**src/mbw_top_end.sv**
```systemverilog
// Spare file of the handler; it holds no logic of its own

```
**src/mbw_pkg.sv**
```systemverilog
// Constants, frame layout and checksum step for the register write handler
package mbw_pkg;
  // ------------------------------------------------------------
  // Function codes and answers
  // ------------------------------------------------------------
  localparam logic [7:0] FC_WRITE_ONE = 8'h06;
  localparam logic [7:0] FC_DIAG = 8'h08;
  localparam logic [7:0] FC_WRITE_MULTI = 8'h10;
  localparam logic [15:0] SUB_ECHO = 16'h0000;
  localparam logic [7:0] EXC_FLAG = 8'h80;
  localparam logic [7:0] EXC_BAD_DATA = 8'h8c;
  localparam int MAX_REGS = 16;
  // ------------------------------------------------------------
  // Frame layout (byte positions) and lengths
  // ------------------------------------------------------------
  localparam int POS_SLAVE = 0;
  localparam int POS_FC = 1;
  localparam int POS_A_HI = 2;
  localparam int POS_A_LO = 3;
  localparam int POS_V_HI = 4;
  localparam int POS_V_LO = 5;
  localparam int POS_BYTES = 6;
  localparam int POS_DATA = 7;
  localparam int LEN_SHORT = 8;
  localparam int LEN_MULTI_HDR = 9;
  localparam int MAX_FRAME = LEN_MULTI_HDR + 2 * MAX_REGS;
  localparam int RESP_BYTES = 6;
  localparam logic [2:0] RESP_LEN = 3'h6;
  localparam logic [2:0] EXC_LEN = 3'h3;
  // ------------------------------------------------------------
  // Checksum
  // ------------------------------------------------------------
  localparam logic [15:0] CRC_INIT = 16'hffff;
  localparam logic [15:0] CRC_POLY = 16'ha001;
  localparam logic [15:0] CRC_GOOD = 16'h0000;

  // One byte into the reflected 16-bit checksum
  function automatic logic [15:0] mbw_crc_step(input logic [15:0] c,
                                               input logic [7:0] b);
    logic [15:0] x;
    x = c ^ {8'h00, b};
    for (int i = 0; i < 8; i++) begin
      x = x[0] ? ((x >> 1) ^ CRC_POLY) : (x >> 1);
    end
    return x;
  endfunction
endpackage

```
**src/mbw_if.sv**
```systemverilog
// Carriers between the handler and its checksum and transmit helpers
`timescale 1ns/1ns
interface mbw_crc_if;
  logic clr;
  logic en;
  logic [7:0] data;
  logic [15:0] crc;
  modport user (output clr, output en, output data, input crc);
  modport calc (input clr, input en, input data, output crc);
endinterface

interface mbw_tx_if;
  logic start;
  logic [2:0] len;
  logic [7:0] resp [6];
  logic busy;
  modport src (output start, output len, output resp, input busy);
  modport snk (input start, input len, input resp, output busy);
endinterface

```
**src/mbw_crc16.sv**
```systemverilog
// Running checksum over received frame bytes
`timescale 1ns/1ns
module mbw_crc16
  import mbw_pkg::*;
(
  input wire logic core_clk,
  input wire logic rst,
  mbw_crc_if.calc c
);
  logic [15:0] crc_q;

  // ------------------------------------------------------------
  // Accumulate; a good frame leaves zero after its check bytes
  // ------------------------------------------------------------
  always_ff @(posedge core_clk) begin
    if (rst || c.clr) begin
      crc_q <= CRC_INIT;
    end else if (c.en) begin
      crc_q <= mbw_crc_step(crc_q, c.data);
    end
  end

  assign c.crc = crc_q;
endmodule

```
**src/mbw_top.sv**
```systemverilog
// Register write, diagnosis and multi-write query handler (slave side)
`timescale 1ns/1ns
module mbw_top
  import mbw_pkg::*;
(
  input wire logic core_clk,
  input wire logic rst,
  input wire logic [7:0] own_addr,
  input wire logic [7:0] rx_byte,
  input wire logic rx_valid,
  input wire logic rx_end,
  output logic [7:0] tx_byte,
  output logic tx_valid,
  output logic tx_last,
  input wire logic tx_ready,
  output logic wr_en,
  output logic [15:0] wr_addr,
  output logic [15:0] wr_data,
  input wire logic wr_ok
);
  typedef enum logic [2:0] {
    S_RX, S_CHECK, S_WRITE, S_REPLY, S_WAIT
  } mbw_state_e;

  mbw_state_e state_q;
  logic [7:0] buf_q [MAX_FRAME];
  logic [5:0] cnt_q;
  logic ovf_q;
  logic [15:0] base_q;
  logic [4:0] wcnt_q;
  logic [4:0] widx_q;
  logic [5:0] dpos_q;
  logic wr_en_q;
  logic [15:0] wr_addr_q;
  logic [15:0] wr_data_q;
  logic err_q;
  logic clr_q;
  logic start_q;
  logic [2:0] len_q;
  logic [7:0] resp_q [RESP_BYTES];

  logic frame_ok;
  logic do_one;
  logic do_diag;
  logic do_multi;
  logic bad_multi;
  logic [15:0] rcount;
  logic [15:0] q_addr;
  logic [15:0] q_val;
  logic [5:0] dpos_n;

  mbw_crc_if crc_c ();
  mbw_tx_if tx_c ();

  // ------------------------------------------------------------
  // Helpers
  // ------------------------------------------------------------
  mbw_crc16 u_crc (
    .core_clk (core_clk),
    .rst (rst),
    .c (crc_c.calc)
  );

  mbw_tx u_tx (
    .core_clk (core_clk),
    .rst (rst),
    .t (tx_c.snk),
    .tx_byte (tx_byte),
    .tx_valid (tx_valid),
    .tx_last (tx_last),
    .tx_ready (tx_ready)
  );

  // Bytes feed the checksum only while a query is being collected
  assign crc_c.clr = clr_q;
  assign crc_c.en = (state_q == S_RX) && rx_valid && !ovf_q;
  assign crc_c.data = rx_byte;

  assign tx_c.start = start_q;
  assign tx_c.len = len_q;
  assign tx_c.resp = resp_q;

  // ------------------------------------------------------------
  // Query decode, looked at in the check state
  // ------------------------------------------------------------
  assign q_addr = {buf_q[POS_A_HI], buf_q[POS_A_LO]};
  assign q_val = {buf_q[POS_V_HI], buf_q[POS_V_LO]};
  assign rcount = q_val;
  assign dpos_n = dpos_q + 6'h1;

  always_comb begin
    frame_ok = (buf_q[POS_SLAVE] == own_addr) && !ovf_q
               && (crc_c.crc == CRC_GOOD);
    do_one = frame_ok && (buf_q[POS_FC] == FC_WRITE_ONE)
             && (cnt_q == 6'(LEN_SHORT));
    do_diag = frame_ok && (buf_q[POS_FC] == FC_DIAG)
              && (cnt_q == 6'(LEN_SHORT)) && (q_addr == SUB_ECHO);
    do_multi = frame_ok && (buf_q[POS_FC] == FC_WRITE_MULTI)
               && (cnt_q >= 6'(LEN_MULTI_HDR));
    bad_multi = (rcount == 16'h0000) || (rcount > 16'(MAX_REGS))
                || ({8'h00, buf_q[POS_BYTES]} != {rcount[14:0], 1'b0})
                || (cnt_q != 6'(LEN_MULTI_HDR) + buf_q[POS_BYTES][5:0]);
  end

  // ------------------------------------------------------------
  // Receive buffer
  // ------------------------------------------------------------
  always_ff @(posedge core_clk) begin
    if (rst || clr_q) begin
      cnt_q <= 6'h0;
      ovf_q <= 1'b0;
    end else if (state_q == S_RX && rx_valid && !ovf_q) begin
      if (cnt_q == 6'(MAX_FRAME)) begin
        ovf_q <= 1'b1;
      end else begin
        buf_q[cnt_q] <= rx_byte;
        cnt_q <= cnt_q + 6'h1;
      end
    end
  end

  // ------------------------------------------------------------
  // Control sequence
  // ------------------------------------------------------------
  always_ff @(posedge core_clk) begin
    if (rst) begin
      state_q <= S_RX;
      clr_q <= 1'b1;
      start_q <= 1'b0;
      base_q <= 16'h0000;
      wcnt_q <= 5'h0;
      widx_q <= 5'h0;
      dpos_q <= 6'h0;
      len_q <= RESP_LEN;
      for (int i = 0; i < RESP_BYTES; i++) begin
        resp_q[i] <= 8'h00;
      end
    end else begin
      clr_q <= 1'b0;
      start_q <= 1'b0;
      unique case (state_q)
        S_RX: begin
          if (rx_end && cnt_q != 6'h0) begin
            state_q <= S_CHECK;
          end
        end
        S_CHECK: begin
          base_q <= q_addr;
          widx_q <= 5'h0;
          if (do_one) begin
            wcnt_q <= 5'h1;
            dpos_q <= 6'(POS_V_HI);
            state_q <= S_WRITE;
          end else if (do_multi && !bad_multi) begin
            wcnt_q <= rcount[4:0];
            dpos_q <= 6'(POS_DATA);
            state_q <= S_WRITE;
          end else if (do_diag) begin
            wcnt_q <= 5'h0;
            state_q <= S_WRITE;
          end else if (do_multi) begin
            wcnt_q <= 5'h0;
            state_q <= S_WRITE;
          end else begin
            clr_q <= 1'b1;
            state_q <= S_RX;
          end
        end
        S_WRITE: begin
          if (widx_q < wcnt_q) begin
            widx_q <= widx_q + 5'h1;
            dpos_q <= dpos_q + 6'h2;
          end else begin
            state_q <= S_REPLY;
          end
        end
        S_REPLY: begin
          for (int i = 0; i < RESP_BYTES; i++) begin
            resp_q[i] <= buf_q[i];
          end
          len_q <= RESP_LEN;
          if (err_q) begin
            resp_q[POS_FC] <= buf_q[POS_FC] | EXC_FLAG;
            resp_q[POS_A_HI] <= EXC_BAD_DATA;
            len_q <= EXC_LEN;
          end
          start_q <= 1'b1;
          state_q <= S_WAIT;
        end
        S_WAIT: begin
          if (!start_q && !tx_c.busy) begin
            clr_q <= 1'b1;
            state_q <= S_RX;
          end
        end
      endcase
    end
  end

  // ------------------------------------------------------------
  // Register write port, one register per cycle
  // ------------------------------------------------------------
  always_ff @(posedge core_clk) begin
    if (rst) begin
      wr_en_q <= 1'b0;
      wr_addr_q <= 16'h0000;
      wr_data_q <= 16'h0000;
    end else if (state_q == S_WRITE && widx_q < wcnt_q) begin
      wr_en_q <= 1'b1;
      wr_addr_q <= base_q + {11'h000, widx_q};
      wr_data_q <= {buf_q[dpos_q], buf_q[dpos_n]};
    end else begin
      wr_en_q <= 1'b0;
    end
  end

  // ------------------------------------------------------------
  // Exception flag: bad register count or byte count, or a refused value
  // ------------------------------------------------------------
  always_ff @(posedge core_clk) begin
    if (rst || state_q == S_RX) begin
      err_q <= 1'b0;
    end else if (state_q == S_CHECK && do_multi && bad_multi) begin
      err_q <= 1'b1;
    end else if (wr_en_q && !wr_ok) begin
      err_q <= 1'b1;
    end
  end

  assign wr_en = wr_en_q;
  assign wr_addr = wr_addr_q;
  assign wr_data = wr_data_q;
endmodule

```
**src/mbw_tx.sv**
```systemverilog
// Response serialiser appending the checksum, low byte first
`timescale 1ns/1ns
module mbw_tx
  import mbw_pkg::*;
(
  input wire logic core_clk,
  input wire logic rst,
  mbw_tx_if.snk t,
  output logic [7:0] tx_byte,
  output logic tx_valid,
  output logic tx_last,
  input wire logic tx_ready
);
  logic [3:0] idx_q;
  logic [15:0] crc_q;
  logic [7:0] byte_q;
  logic valid_q;
  logic last_q;
  logic busy_q;
  logic [15:0] crc_n;
  logic [3:0] len4;

  assign len4 = {1'b0, t.len};
  // Checksum including the byte just accepted, body bytes only
  assign crc_n = (idx_q <= len4) ? mbw_crc_step(crc_q, byte_q) : crc_q;

  // ------------------------------------------------------------
  // Byte sequencer: body, checksum low, checksum high
  // ------------------------------------------------------------
  always_ff @(posedge core_clk) begin
    if (rst) begin
      idx_q <= 4'h0;
      crc_q <= CRC_INIT;
      byte_q <= 8'h00;
      valid_q <= 1'b0;
      last_q <= 1'b0;
      busy_q <= 1'b0;
    end else if (!busy_q && t.start) begin
      idx_q <= 4'h1;
      crc_q <= CRC_INIT;
      byte_q <= t.resp[0];
      valid_q <= 1'b1;
      last_q <= 1'b0;
      busy_q <= 1'b1;
    end else if (valid_q && tx_ready) begin
      crc_q <= crc_n;
      idx_q <= idx_q + 4'h1;
      last_q <= (idx_q == len4 + 4'h1);
      if (idx_q < len4) begin
        byte_q <= t.resp[idx_q[2:0]];
      end else if (idx_q == len4) begin
        byte_q <= crc_n[7:0];
      end else if (idx_q == len4 + 4'h1) begin
        byte_q <= crc_q[15:8];
      end else begin
        valid_q <= 1'b0;
        busy_q <= 1'b0;
      end
    end
  end

  assign tx_byte = byte_q;
  assign tx_valid = valid_q;
  assign tx_last = last_q;
  assign t.busy = busy_q;
endmodule
```
**config.mk**
```make
export PLATFORM = sky130hd
export DESIGN_NAME = mbw_top
export DESIGN_NICKNAME = d
export VERILOG_FILES = /design/src/mbw_top_end.sv /design/src/mbw_pkg.sv /design/src/mbw_if.sv /design/src/mbw_crc16.sv /design/src/mbw_top.sv /design/src/mbw_tx.sv
export SDC_FILE = /design/constraint.sdc
export NUM_CORES = 1
export LEC_CHECK = 0
export BUFFER_PORTS_ARGS = -buffer_cell sky130_fd_sc_hd__buf_2
export CAP_MARGIN = 5
export CORE_ASPECT_RATIO = 1.1
export CORE_MARGIN = 4
export CORE_UTILIZATION = 37
export CTS_CLUSTER_SIZE = 14
export DETAILED_ROUTE_END_ITERATION = 12
export GPL_ROUTABILITY_DRIVEN = 0
export MAX_ROUTING_LAYER = met4
export PLACE_DENSITY = 0.53
export SYNTH_ARGS = -nofsm -noshare
export SYNTH_HDL_FRONTEND = slang
export SYNTH_HIERARCHICAL = 1
export SYNTH_SLANG_ARGS = --single-unit
export TNS_END_PERCENT = 20
```
**constraint.sdc**
```tcl
create_clock -name core_clk -period 6.64 [get_ports core_clk]
set_clock_uncertainty 0.2 [all_clocks]
set_input_delay 1.328 -clock core_clk [delete_from_list [all_inputs] [get_ports core_clk]]
set_output_delay 1.328 -clock core_clk [all_outputs]
set_load 0.01 [all_outputs]
```
==> results.py <==
metrics = {
    "cells_and_area": {
        "syn_to_final_growth_pct": 12.5,
        "drive_gt1_frac": 0.161,
        "nets": 2244,
    },
    "synthesis": {
        "netlist_top_cells_count": "edfxtp_1, nand2_1, dfxtp_1, a21oi_1, mux2i_1",
        "yosysSeqAreaShare": 0.564,
        "synth_top_area_frac": 0.433,
        "netlist_top_cells_area": "edfxtp_1, dfxtp_1, mux4_2, mux2i_1, nand2_1",
        "syn_inst": 2185,
        "synth.most_common_cell": "edfxtp_1",
        "synthFlopType": "edfxtp_1",
        "synthesis.area_um2": 26600,
        "ys_warn_count": 6,
        "ys_seq_elements": 558,
        "synth_async_sr_flop_share": 0,
        "synth_edf_count": 384,
        "synth.avg_cell_area_um2": 12.2,
        "synth_top_area_cell": "edfxtp_1",
        "yosysUniqueCellTypes": 82,
    },
    "cts": {
        "cts.sinks": 558,
        "cts_max_level": 2,
        "numCtsBuffers": 59,
        "cts-resized-gates": 0,
        "postCtsHoldBufs": 0,
        "cts_setup_buffers": 0,
        "clk_latency_ps": 650,
        "cts_tree": "done",
        "clk_path_buf_depth": 3,
        "clk_pin_slew_ps": 60,
        "clockRootBuffer": "clkbuf_16",
    },
    "power": {
        "p_switching_mw": 1.61,
        "p_int_mw": 5.88,
        "p_total_mw": 7.49,
        "swShare": 0.215,
        "leakage_nw": 9.30,
        "power_density_nw_per_um2": 250,
        "max-vdd-ir-drop_mv": 0.188,
        "seq_power_share": 0.498,
        "p_comb_frac": 0.025,
        "pwr-share-clk": 0.476,
    },
    "detailed_routing": {
        "firstDrtPassIters": 6,
        "via_count": 18700,
        "ant_nets": 0,
        "drt_iter0_markers": 1954,
        "drt-total-wl_um": 85800,
        "viasPerCell": 5.89,
        "wl_per_cell_um": 26.9,
        "route.detailed.drc": 0,
    },
    "setup_path": {
        "crit_required_ps": 6720,
        "ff2ff_path_depth": 6,
        "worstSetupPathType": "register to register",
        "crit_fanout": 29,
        "arrival_ps": 4500,
        "r2r-start": "state_q[2]",
        "worst_setup_path_end_kind": "register",
        "start_kind": "register",
        "reg2reg_to": "buf_q[37][2]",
        "r2r_slack_ps": 2220,
    },
    "run_status": {
        "status": "complete, no violations",
    },
    "floorplanning": {
        "start_util": 0.376,
        "pin_count": 65,
        "die_w_um": 264,
        "die_h_um": 289,
        "rows": 102,
        "fp.coreArea_um2": 70800,
        "die_area_um2": 76400,
    },
    "global_routing": {
        "grt_pass1_wl_um": 126000,
        "grt_pass1_vias": 18800,
        "grt_overflow": 0,
        "antenna_found_initial": 1,
        "grt_max_degree": 136,
        "grt_usage": 0.227,
    },
    "min_path": {
        "min_path_cells": 2,
        "holdCritPathClass": "register to register",
        "hold_start": "wr_addr[5]",
        "hold_path_end": "wr_addr[5]",
    },
    "timing": {
        "fmax_ghz": 0.226,
        "tns_ps": 0,
        "timing.final.crit_period_ps": 4420,
        "worst_pin_slew_ps": 1160,
        "fin_crit_sh": 0.666,
        "finalHoldViolCount": 0,
        "maxSlewViolCount": 0,
        "fin_ws_ps": 2220,
        "setup_viol": 0,
        "whs_ps": 248,
        "slew_headroom": 0.224,
        "grt_setup_unrepaired": "no",
    },
    "placed_design": {
        "dp.final_hpwl_um": 59100,
        "pre_cts_ws_ps": 1700,
        "io_buffers": 64,
    },
    "job": {
        "max_cap_violations": 0,
    },
}
[how the worst max path moves through the flow]
stage / slack, ps / to / depth (start not counted) / start
after floorplan: 3110 / buf_q[14][0] / 6 / rst
after detailed placement: 1700 / buf_q[37][3] / 6 / rx_valid
final: 2220 / buf_q[37][2] / 6 / state_q[2]
after global routing: 2050 / buf_q[37][3] / 6 / state_q[2]
after global placement: 1770 / buf_q[37][3] / 6 / rx_valid
after CTS: 2260 / buf_q[37][2] / 6 / state_q[2]
[area by class of cell]
| class | instances | area, um2 |
|---|---|---|
| Sequential cell | 558 | 15000 |
| Inverter | 23 | 86.3 |
| Timing Repair Buffer | 102 | 621 |
| Multi-Input combinational cell | 1455 | 11000 |
| Antenna cell | 1 | 2.50 |
| Tap cell | 936 | 1170 |
| Fill cell | 6564 | 40900 |
| Clock buffer | 67 | 1510 |
| Clock inverter | 43 | 574 |
[layer usage]
layer	GRT usage	up-vias	part of all wire	wire, um
met5	-	-	0	0
met4	0.0911	0	0.047	4060
met3	0.0318	185	0.075	6400
met2	0.372	879	0.48	41000
met1	0.288	9430	0.40	34300
li1	-	8255	-	-
[kinds of logic (layout without fill, tap and decap cells)]
kind of cell             count (synthesis)  in the layout  synth area share
buffers and inverters                  174            235            0.0276
other                                    1              4          0.000141
XOR/XNOR                                89             89            0.0304
AO/OA/AOI/OAI                          362            362            0.0877
flip-flops                             558            558             0.564
adder cells (fa/ha/maj)                 23             23            0.0111
multiplexers                           266            266             0.161
AND/OR/NAND/NOR                        712            712             0.118
[power groups by stage]
stage | clock network (mW) | logic [mW] | registers [mW]
after floorplan | 0 | 0.0904 | 3.80
after global placement | 0 | 0.188 | 3.81
after detailed placement | 0 | 0.190 | 3.81
after CTS | 3.62 | 0.191 | 3.73
after global routing | 3.77 | 0.203 | 3.73
final | 3.57 | 0.190 | 3.73
[layout by cell type, fill, tap and decap left out, types with 5 or more instances in the layout]
master	Yosys	final
nand3_1	80	80
nand2_1	355	355
edfxtp_1	384	384
a221oi_1	8	8
o21ai_0	72	72
a311oi_1	11	11
xnor2_1	60	59
clkbuf_16	0	59
clkinv_1	1	7
buf_4	3	38
nor2b_1	8	8
clkinv_2	0	10
nor4_1	12	12
clkbuf_1	86	8
xor2_1	27	25
clkinvlp_4	0	5
mux2i_1	135	135
and3_1	12	12
a21oi_1	141	141
nand2b_1	5	5
nand4_1	21	21
nand3b_1	8	8
bufinv_16	0	12
o22ai_1	16	16
or3_1	9	9
buf_2	37	63
mux4_2	131	131
o211ai_1	11	11
ha_1	22	21
and2_1	5	7
a22oi_1	16	16
nor2_1	126	126
dfxtp_1	174	171
o221ai_1	10	10
a211oi_1	16	16
nor3_1	47	44
inv_1	22	22
a31oi_1	22	21
[metrics by stage]
| stage | area [um2] | util | instances |
|---|---|---|---|
| 2_1_floorplan | 26700 | - | 2187 |
| 3_3_place_gp | 27900 | 0.394 | 3074 |
| 3_5_place_dp | 27900 | 0.394 | 3074 |
| 4_1_cts | 30000 | 0.423 | 3184 |
| 5_1_grt | 30000 | 0.423 | 3184 |
| 6_report | 30000 | 0.423 | 3185 |
[state kept, by name (all words and copies together), names as in the netlist]
signal	flops
ovf_q	1
state_q	3
resp_q	48
buf_q	384
u_tx/crc_q	16
wr_addr	16
wcnt_q	5
wr_data	16
len_q	2
clr_q	1
u_tx/t.busy	1
u_tx/idx_q	4
u_crc/c.crc	16
cnt_q	6
dpos_q	6
base_q	16
u_tx/tx_byte	8
u_tx/tx_last	1
err_q	1
widx_q	5
wr_en	1
start_q	1
[critical path, stage by stage (launching register included)]
cell and delay, ps:
dfxtp_1 390, nor3_1 490, nand2_1 180, or2_1 330, inv_1 690, nand4b_1 910
nor2_1 870
No activity file was read; power rests on OpenSTA's default activity.
